`src/charger_ctrl_consts.svh`:
```
// Register offsets, field positions, reset values and timing constants.
`ifndef CHARGER_CTRL_CONSTS_SVH
`define CHARGER_CTRL_CONSTS_SVH
`define WDOG_OVP_CTRL_OFS 8'h10
`define DETECT_SHIP_CTRL_OFS 8'h11
`define CONV_MODE_CTRL_OFS 8'h12
`define WDOG_OVP_CTRL_RST 8'h85
`define DETECT_SHIP_CTRL_RST 8'h40
`define CONV_MODE_CTRL_RST 8'h00
`define WDOG_OVP_CTRL_WMASK 8'h3F
`define WDOG_KICK_BIT 3
`define WDOG_PERIOD_LSB 0
`define OVP_SEL_LSB 4
`define FORCED_DETECT_BIT 7
`define AUTO_DETECT_BIT 6
`define TWELVE_ALLOW_BIT 5
`define NINE_ALLOW_BIT 4
`define HANDSHAKE_EN_BIT 3
`define SHIP_REQ_LSB 1
`define SHIP_DELAY_SKIP_BIT 0
`define FET_DRV_DISABLE_BIT 7
`define REVERSE_EN_BIT 6
`define REV_PSKIP_DIS_BIT 5
`define FWD_PSKIP_DIS_BIT 4
`define WAKE_SEL_BIT 3
`define LINEAR_DIS_BIT 2
`define REV_OOA_DIS_BIT 1
`define FWD_OOA_DIS_BIT 0
// Bits of each register returned to their reset values on watchdog expiry.
`define WDOG_OVP_CTRL_WDMASK 8'h08
`define DETECT_SHIP_CTRL_WDMASK 8'hC0
`define CONV_MODE_CTRL_WDMASK 8'h66
// Times in their own units.
`define CLK_MHZ 100
`define TICK_MS 1
`define TICK_CYCLES (`TICK_MS * `CLK_MHZ * 1000)
`define SHIP_DELAY_MS 10000
`define WDOG_HALF_S_MS 500
`define WDOG_1_S_MS 1000
`define WDOG_2_S_MS 2000
`define WDOG_20_S_MS 20000
`define WDOG_40_S_MS 40000
`define WDOG_80_S_MS 80000
`define WDOG_160_S_MS 160000
`endif

```
`src/charger_ctrl_pkg.sv`:
```
// Types shared by the charger control register bank.
package charger_ctrl_pkg;
  typedef enum logic [3:0] {
    SHIP_IDLE = 4'b0001,
    SHIP_WAIT = 4'b0010,
    SHIP_ACT = 4'b0100,
    SHIP_DONE = 4'b1000
  } ship_state_e;
  typedef enum logic [1:0] {
    SHIP_REQ_NONE = 2'h0,
    SHIP_REQ_SHUTDOWN = 2'h1,
    SHIP_REQ_SHIP = 2'h2,
    SHIP_REQ_POWER_RESET = 2'h3
  } ship_req_e;
endpackage : charger_ctrl_pkg

```
`src/charger_control_regs_watchdog.sv`:
```
// Charger control registers 0x10 to 0x12 with watchdog and ship-FET sequencing.
`timescale 1ns/1ps
`include "charger_ctrl_consts.svh"
module charger_control_regs_watchdog #(
  parameter int TICK_CYCLES = `TICK_CYCLES,
  parameter int SHIP_DELAY_MS = `SHIP_DELAY_MS
) (
  input wire logic clk,
  input wire logic srst,
  input wire logic reg_reset,
  input wire logic [7:0] reg_addr,
  input wire logic reg_wr,
  input wire logic [7:0] reg_wdata,
  output logic [7:0] reg_rdata,
  input wire logic supply_plugged,
  input wire logic detect_done,
  input wire logic input_fet_pair1_drive,
  input wire logic input_fet_pair2_drive,
  output logic line_detect_start,
  output logic line_detect_busy,
  output logic hv_adapter_handshake_enable,
  output logic hv_adapter_twelve_volt_allow,
  output logic hv_adapter_nine_volt_allow,
  output logic [1:0] input_overvoltage_sel,
  output logic watchdog_expired,
  output charger_ctrl_pkg::ship_req_e ship_fet_action,
  output logic ship_fet_action_valid,
  output logic input_fet_pair1_gate_on,
  output logic input_fet_pair2_gate_on,
  output logic reverse_output_enable,
  output logic reverse_pulse_skip_allowed,
  output logic forward_pulse_skip_allowed,
  output logic wake_hold_short,
  output logic linear_precharge_allowed,
  output logic reverse_out_of_audio_limiting,
  output logic forward_out_of_audio_limiting
);
  import charger_ctrl_pkg::*;

  logic [7:0] wdog_ovp_ctrl_ff;
  logic [7:0] detect_ship_ctrl_ff;
  logic [7:0] conv_mode_ctrl_ff;
  logic wr_wdog_ovp;
  logic wr_detect_ship;
  logic wr_conv_mode;
  logic any_reset;
  logic ms_tick;
  logic wdog_expiry;
  logic plugged_ff;
  logic detect_pending_ff;
  logic [13:0] ship_ms_ff;
  ship_state_e ship_state_ff;
  ship_req_e ship_req_latched_ff;

  //////////////////////////////////////////////////////////////////////////////
  // Address decode and write strobes.
  always_comb begin
    wr_wdog_ovp = 1'b0;
    wr_detect_ship = 1'b0;
    wr_conv_mode = 1'b0;
    if (reg_addr == `WDOG_OVP_CTRL_OFS) begin
      wr_wdog_ovp = reg_wr;
    end else if (reg_addr == `DETECT_SHIP_CTRL_OFS) begin
      wr_detect_ship = reg_wr;
    end else if (reg_addr == `CONV_MODE_CTRL_OFS) begin
      wr_conv_mode = reg_wr;
    end
  end
  assign any_reset = srst || reg_reset;

  // Read mux; unmapped offsets read as zero.
  always_comb begin
    if (reg_addr == `WDOG_OVP_CTRL_OFS) begin
      reg_rdata = wdog_ovp_ctrl_ff;
    end else if (reg_addr == `DETECT_SHIP_CTRL_OFS) begin
      reg_rdata = detect_ship_ctrl_ff;
    end else if (reg_addr == `CONV_MODE_CTRL_OFS) begin
      reg_rdata = conv_mode_ctrl_ff;
    end else begin
      reg_rdata = 8'h00;
    end
  end

  //////////////////////////////////////////////////////////////////////////////
  // Watchdog timer; the kick bit is cleared on the same edge that restarts the timer.
  wdog_timer #(
    .TICK_CYCLES(TICK_CYCLES)
  ) u_wdog (
    .clk(clk),
    .srst(any_reset),
    .period_sel(wdog_ovp_ctrl_ff[`WDOG_PERIOD_LSB +: 3]),
    .restart(wdog_ovp_ctrl_ff[`WDOG_KICK_BIT]),
    .tick(ms_tick),
    .expired(wdog_expiry)
  );
  assign watchdog_expired = wdog_expiry;

  // Watchdog and overvoltage register; reserved bits 7:6 never store.
  always_ff @(posedge clk) begin
    if (any_reset) begin
      // The reserved bits of the reset word are masked so that they read zero from the start.
      wdog_ovp_ctrl_ff <= `WDOG_OVP_CTRL_RST & `WDOG_OVP_CTRL_WMASK;
    end else if (wr_wdog_ovp) begin
      wdog_ovp_ctrl_ff <= reg_wdata & `WDOG_OVP_CTRL_WMASK;
    end else if (wdog_expiry) begin
      wdog_ovp_ctrl_ff <= (wdog_ovp_ctrl_ff & ~`WDOG_OVP_CTRL_WDMASK)
                          | (`WDOG_OVP_CTRL_RST & `WDOG_OVP_CTRL_WDMASK);
    end else if (wdog_ovp_ctrl_ff[`WDOG_KICK_BIT]) begin
      wdog_ovp_ctrl_ff[`WDOG_KICK_BIT] <= 1'b0;
    end
  end
  assign input_overvoltage_sel = wdog_ovp_ctrl_ff[`OVP_SEL_LSB +: 2];

  //////////////////////////////////////////////////////////////////////////////
  // Supply plug-in edge for automatic detection.
  always_ff @(posedge clk) begin
    if (srst) begin
      plugged_ff <= 1'b0;
    end else begin
      plugged_ff <= supply_plugged;
    end
  end

  // Detection runs from a forced request or an enabled plug-in until done.
  always_ff @(posedge clk) begin
    if (any_reset || wdog_expiry) begin
      detect_pending_ff <= 1'b0;
    end else if (line_detect_start) begin
      detect_pending_ff <= 1'b1;
    end else if (detect_done) begin
      detect_pending_ff <= 1'b0;
    end
  end
  assign line_detect_start = !detect_pending_ff && ((wr_detect_ship
      && reg_wdata[`FORCED_DETECT_BIT])
      || (supply_plugged && !plugged_ff
      && detect_ship_ctrl_ff[`AUTO_DETECT_BIT]));
  assign line_detect_busy = detect_pending_ff;

  // Detection and ship register; a fresh force write wins over a done pulse.
  always_ff @(posedge clk) begin
    if (any_reset) begin
      detect_ship_ctrl_ff <= `DETECT_SHIP_CTRL_RST;
    end else if (wr_detect_ship) begin
      detect_ship_ctrl_ff <= reg_wdata;
    end else if (wdog_expiry) begin
      detect_ship_ctrl_ff <= (detect_ship_ctrl_ff & ~`DETECT_SHIP_CTRL_WDMASK)
                             | (`DETECT_SHIP_CTRL_RST & `DETECT_SHIP_CTRL_WDMASK);
    end else if (detect_done && detect_pending_ff) begin
      detect_ship_ctrl_ff[`FORCED_DETECT_BIT] <= 1'b0;
    end
  end
  assign hv_adapter_handshake_enable = detect_ship_ctrl_ff[`HANDSHAKE_EN_BIT];
  assign hv_adapter_twelve_volt_allow = detect_ship_ctrl_ff[`HANDSHAKE_EN_BIT]
                                        && detect_ship_ctrl_ff[`TWELVE_ALLOW_BIT];
  assign hv_adapter_nine_volt_allow = detect_ship_ctrl_ff[`HANDSHAKE_EN_BIT]
                                      && detect_ship_ctrl_ff[`NINE_ALLOW_BIT];

  //////////////////////////////////////////////////////////////////////////////
  // Ship-FET sequencer; a change of request restarts the wait.
  always_ff @(posedge clk) begin
    if (any_reset) begin
      ship_state_ff <= SHIP_IDLE;
      ship_req_latched_ff <= SHIP_REQ_NONE;
      ship_ms_ff <= 14'h0;
    end else begin
      case (ship_state_ff)
        SHIP_IDLE: begin
          ship_ms_ff <= 14'h0;
          ship_req_latched_ff <= ship_req_e'(detect_ship_ctrl_ff[`SHIP_REQ_LSB +: 2]);
          if (detect_ship_ctrl_ff[`SHIP_REQ_LSB +: 2] != 2'h0) begin
            ship_state_ff <= detect_ship_ctrl_ff[`SHIP_DELAY_SKIP_BIT]
                             ? SHIP_ACT : SHIP_WAIT;
          end
        end
        SHIP_WAIT: begin
          if (detect_ship_ctrl_ff[`SHIP_REQ_LSB +: 2] != ship_req_latched_ff) begin
            ship_state_ff <= SHIP_IDLE;
          end else if (ms_tick) begin
            ship_ms_ff <= ship_ms_ff + 14'h1;
            if (ship_ms_ff >= 14'(SHIP_DELAY_MS - 1)) begin
              ship_state_ff <= SHIP_ACT;
            end
          end
        end
        SHIP_ACT: begin
          ship_state_ff <= SHIP_DONE;
        end
        SHIP_DONE: begin
          if (detect_ship_ctrl_ff[`SHIP_REQ_LSB +: 2] != ship_req_latched_ff) begin
            ship_state_ff <= SHIP_IDLE;
          end
        end
        default: begin
          ship_state_ff <= SHIP_IDLE;
        end
      endcase
    end
  end
  assign ship_fet_action_valid = (ship_state_ff == SHIP_ACT);
  assign ship_fet_action = ship_req_latched_ff;

  //////////////////////////////////////////////////////////////////////////////
  // Converter mode register; bit 7 is reset only by srst or reg_reset, not by watchdog expiry.
  always_ff @(posedge clk) begin
    if (any_reset) begin
      conv_mode_ctrl_ff <= `CONV_MODE_CTRL_RST;
    end else if (wr_conv_mode) begin
      conv_mode_ctrl_ff <= reg_wdata;
    end else if (wdog_expiry) begin
      conv_mode_ctrl_ff <= (conv_mode_ctrl_ff & ~`CONV_MODE_CTRL_WDMASK)
                           | (`CONV_MODE_CTRL_RST & `CONV_MODE_CTRL_WDMASK);
    end
  end

  // The disable bit overrides the two per-pair drive bits.
  assign input_fet_pair1_gate_on = input_fet_pair1_drive
                                   && !conv_mode_ctrl_ff[`FET_DRV_DISABLE_BIT];
  assign input_fet_pair2_gate_on = input_fet_pair2_drive
                                   && !conv_mode_ctrl_ff[`FET_DRV_DISABLE_BIT];
  assign reverse_output_enable = conv_mode_ctrl_ff[`REVERSE_EN_BIT];
  assign reverse_pulse_skip_allowed = !conv_mode_ctrl_ff[`REV_PSKIP_DIS_BIT];
  assign forward_pulse_skip_allowed = !conv_mode_ctrl_ff[`FWD_PSKIP_DIS_BIT];
  assign wake_hold_short = conv_mode_ctrl_ff[`WAKE_SEL_BIT];
  assign linear_precharge_allowed = !conv_mode_ctrl_ff[`LINEAR_DIS_BIT];
  assign reverse_out_of_audio_limiting = !conv_mode_ctrl_ff[`REV_OOA_DIS_BIT];
  assign forward_out_of_audio_limiting = !conv_mode_ctrl_ff[`FWD_OOA_DIS_BIT];
endmodule : charger_control_regs_watchdog

```
`src/wdog_timer.sv`:
```
// Host-communication watchdog timer counting millisecond ticks.
`timescale 1ns/1ps
`include "charger_ctrl_consts.svh"
module wdog_timer #(
  parameter int TICK_CYCLES = `TICK_CYCLES
) (
  input wire logic clk,
  input wire logic srst,
  input wire logic [2:0] period_sel,
  input wire logic restart,
  output logic tick,
  output logic expired
);
  logic [31:0] div_ff;
  logic [17:0] ms_ff;
  logic [17:0] limit;

  // Millisecond enable from the system clock.
  always_ff @(posedge clk) begin
    if (srst || div_ff == TICK_CYCLES - 1) begin
      div_ff <= 32'h0;
    end else begin
      div_ff <= div_ff + 32'h1;
    end
  end
  assign tick = (div_ff == TICK_CYCLES - 1);

  // Period select decode; code zero stops the timer.
  always_comb begin
    case (period_sel)
      3'h1: limit = 18'(`WDOG_HALF_S_MS);
      3'h2: limit = 18'(`WDOG_1_S_MS);
      3'h3: limit = 18'(`WDOG_2_S_MS);
      3'h4: limit = 18'(`WDOG_20_S_MS);
      3'h5: limit = 18'(`WDOG_40_S_MS);
      3'h6: limit = 18'(`WDOG_80_S_MS);
      3'h7: limit = 18'(`WDOG_160_S_MS);
      default: limit = 18'h0;
    endcase
  end

  // Elapsed time; a kick or expiry starts it over.
  always_ff @(posedge clk) begin
    if (srst || restart || expired || period_sel == 3'h0) begin
      ms_ff <= 18'h0;
    end else if (tick) begin
      ms_ff <= ms_ff + 18'h1;
    end
  end
  assign expired = (period_sel != 3'h0) && (ms_ff >= limit);
endmodule : wdog_timer

```
`config.mk`:
```
export PLATFORM = sky130hd
export DESIGN_NAME = charger_control_regs_watchdog
export DESIGN_NICKNAME = d
export VERILOG_FILES = /design/src/charger_ctrl_pkg.sv /design/src/charger_control_regs_watchdog.sv /design/src/wdog_timer.sv
export VERILOG_INCLUDE_DIRS = /design/src /design/src/src
export SDC_FILE = /design/constraint.sdc
export NUM_CORES = 1
export LEC_CHECK = 0
export BUFFER_PORTS_ARGS = -buffer_cell sky130_fd_sc_hd__buf_4
export CORE_UTILIZATION = 55
export DETAILED_ROUTE_END_ITERATION = 16
export PLACE_DENSITY = 0.75
export SYNTH_ARGS = -nofsm -noshare
export SYNTH_HDL_FRONTEND = slang
export SYNTH_SLANG_ARGS = --single-unit
```
`constraint.sdc`:
```
create_clock -name clk -period 3.4 [get_ports clk]
set_input_delay 0.17 -clock clk [delete_from_list [all_inputs] [get_ports clk]]
set_output_delay 0.17 -clock clk [all_outputs]
set_load 0.02 [all_outputs]
```
==> summary.txt <==
Status
  • Status: completed

Power
  • Power per standard cell area: between 300 and 400 nW/um2
  • Clk pwr share: about two fifths
  • LEAKAGE: roughly 2.1 nW
  • Sw Ratio: 22.6%
  • Internal power: between 1.5 and 2 mW
  • Worst vdd ir: around 160 uV
  • Seq pwr share: roughly 56%
  • Total power: ~2 mW
  • Net Sw Power: ~440 uW
  • Comb pwr share: 3.7%

Synth
  • Register area share after synthesis: a little under two fifths
  • Number of synthesis warnings: 0
  • Mapped Area: between 4000 and 5000 um2
  • Ys flop type: dfxtp_1
  • Synth cell types: 49
  • Post-synthesis register bit count: between 90 and 100
  • Syn Inst Count: slightly below 600
  • Async S/R FF share, synth: 0%
  • EDFF count, synth: 0
  • Post-Synthesis Net Count: 639
  • Syn avg cell area: a little over 8 um2

Worst setup path
  • Critical path arrival: ~3.0 ns
  • Setup crit end kind: primary output
  • Worst path required time: approximately 3.2 ns
  • Setup crit start kind: flop
  • Critical setup path kind: reg2out
  • CP Max Fanout: 15

CTS
  • Clk Latency, worst-skew pair: roughly 0.37 ns
  • Clock Pin Slew Worst Setup and Hold Paths: roughly 0.090 ns
  • H-tree Lvls: 3
  • CTS tree: built
  • Clk root buf: clkbuf_8
  • Clock Path Buffers: 2
  • Post CTS Setup Buffer Count: 0
  • Clock Sinks: between 90 and 100
  • CTS Buf Count: 9

Route
  • Drt via density: 5.58
  • Final WL: ~11000 um
  • DR vias: 4205
  • DR pass1 iterations: 4
  • DR DRC count: 0
  • Antenna Nets Post-Route: 0
  • 1st-iter DRT viols: about 140
  • Routed WL per cell: 14.2 um

Placement
  • Setup WS pre-CTS: around 0.28 ns
  • # port buffers: 51
  • Global placer's final weighted congestion: approximately 0.86
  • Post-DP HPWL: approximately 7600 um
  • Placement-stage cell area: about 5400 um2
  • DP Cell Count: ~740

Hold path
  • Worst min-delay path class: in2reg

STA
  • Relative slew slack: 49.5%
  • RSZ-0062 raised after global routing: false
  • WHS: about 0.025 ns
  • Setup TNS: 0 ns
  • Final hold viol count: 0
  • Final worst path period need: approximately 3.2 ns
  • Pins Over Slew Limit: 0
  • Final setup viols: 0
  • Final setup margin: roughly 0.25 ns
  • Tcrit/Tclk final: around 93%
  • Fmax: 317 MHz
  • Worst clock skew: 0.0116 ns
  • Tightest Pin Transition: between 0.7 and 0.8 ns

Die
  • Top Ports: 52
  • Starting Density: 56.8%
  • CORE AREA: ~8700 um2
  • Row Count: 34
  • Die Area: about 9300 um2
  • Die H: 96.7 um
  • Die span in x: 96.7 um

Global route
  • Grt met1 use: between 20 and 30%
  • Total Routing Usage GR: 23.6%
  • Antenna violations before repair: 0
  • Grt total ovfl: 0
  • Busiest grt layer: met2
  • First-pass GRT wire length: ~18000 um
  • Vias in the first global route: slightly above 4000
  • M3 GR Usage: under 10%
  • Met2 Use GR: 40.1%
  • Largest net degree at the start of global routing: 31

Final layout
  • NumNets Final: between 600 and 700
  • Layout area overhead: 14.1%
  • Commonest non-fill, non-tap cell in the layout: nor2_1
  • Final Cell Area: ~5600 um2
  • Most frequent cells in the layout: nor2_1, dfxtp_1, nand2_1, buf_4, a21oi_1
  • Layout cells sized above 1: 14.2%
  • Fin util: between 60 and 70%
  • Number of diodes: 0
  • Non-filler cells in the finished layout: 754

Job
  • Max-Cap Viols: 0
[sequential cells by signal (all words and copies together) (netlist names)]
name                 count
conv_mode_ctrl_ff        8
detect_ship_ctrl_ff      8
line_detect_busy         1
plugged_ff               1
ship_fet_action          2
ship_ms_ff              14
ship_state_ff            4
u_wdog.div_ff           32
u_wdog.ms_ff            18
wdog_ovp_ctrl_ff         6
[power by group through the flow]
stage	clock, mW	combinational (mW)	sequential [mW]
after detailed placement	0	0.0717	1.13
final	0.784	0.0726	1.10
after global placement	0	0.0717	1.13
after global routing	0.833	0.0790	1.10
after CTS	0.795	0.0728	1.10
after floorplan	0	0.0342	1.13
[metal layers]
metal / share of wire, % / wire, um
met4: 1.2 / 129
met5: 0 / 0
met3: 3.2 / 340
met1: 47 / 4990
met2: 49 / 5240
[critical path, cell delays in order (launching register included)]
cell      delay [ns]
dfxtp_2         0.46
nand2_1         0.12
or2_2           0.30
ha_1            0.29
nand4_1         0.14
nor4_1          0.43
nand3_1         0.14
o211ai_1        0.29
and2_1          0.28
buf_4           0.16
[cell usage after synthesis, types with 4 or more instances]
library cell,count,area share (%)
a21oi_1,38,3.9
a22oi_1,5,0.76
and2_1,8,1.0
and3_1,14,1.8
and4_1,6,1.1
clkbuf_1,18,1.4
dfxtp_1,94,38
ha_1,20,5.1
inv_1,18,1.4
mux2i_1,15,3.0
nand2_1,67,5.1
nand2b_1,6,0.76
nand3_1,24,2.4
nand4_1,22,2.8
nor2_1,98,7.5
nor2b_1,8,1.0
nor3_1,7,0.71
nor4_1,5,0.63
o21ai_0,13,1.3
o31ai_1,4,0.61
or2_2,4,0.51
or3_1,5,0.63
xnor2_1,26,4.6
xor2_1,30,5.3
[final timing paths]
kind,startpoint,endpoint,slack (ns),depth (start not counted)
max,wdog_ovp_ctrl_ff[1]$_SDFFE_PP0P_,watchdog_expired,0.25,9
min reg2reg,u_wdog.div_ff[0]$_SDFF_PP0_,u_wdog.div_ff[0]$_SDFF_PP0_,0.48,1
max reg2reg,wdog_ovp_ctrl_ff[1]$_SDFFE_PP0P_,u_wdog.ms_ff[16]$_SDFFE_PP0P_,0.36,9
min,supply_plugged,plugged_ff$_SDFF_PP0_,0.02,2
[cell families after synthesis]
| kind of cell | share of synthesized area, % |
|---|---|
| AO/OA/AOI/OAI | 9.29 |
| XOR/XNOR | 9.95 |
| adder cells (fa/ha/maj) | 5.08 |
| buffers and inverters | 3.12 |
| flip-flops | 38.2 |
| multiplexers | 3.05 |
| AND/OR/NAND/NOR | 31.3 |
[final cells by class]
cell class	instances	area (um2)
Timing Repair Buffer	57	430
Inverter	18	67.6
Fill cell	755	3060
Clock buffer	12	155
Multi-Input combinational cell	461	2890
Clock inverter	4	55.1
Tap cell	108	135
Sequential cell	94	1890
[what timing repair did]
item / 4_1_cts / 5_1_grt
hold buffers: 1 / 0
setup endpoints to repair: 0 / 12
gates resized for setup: 0 / 3
endpoints found under the hold margin: 1 / 0
Power figures use the tool's default switching activity.
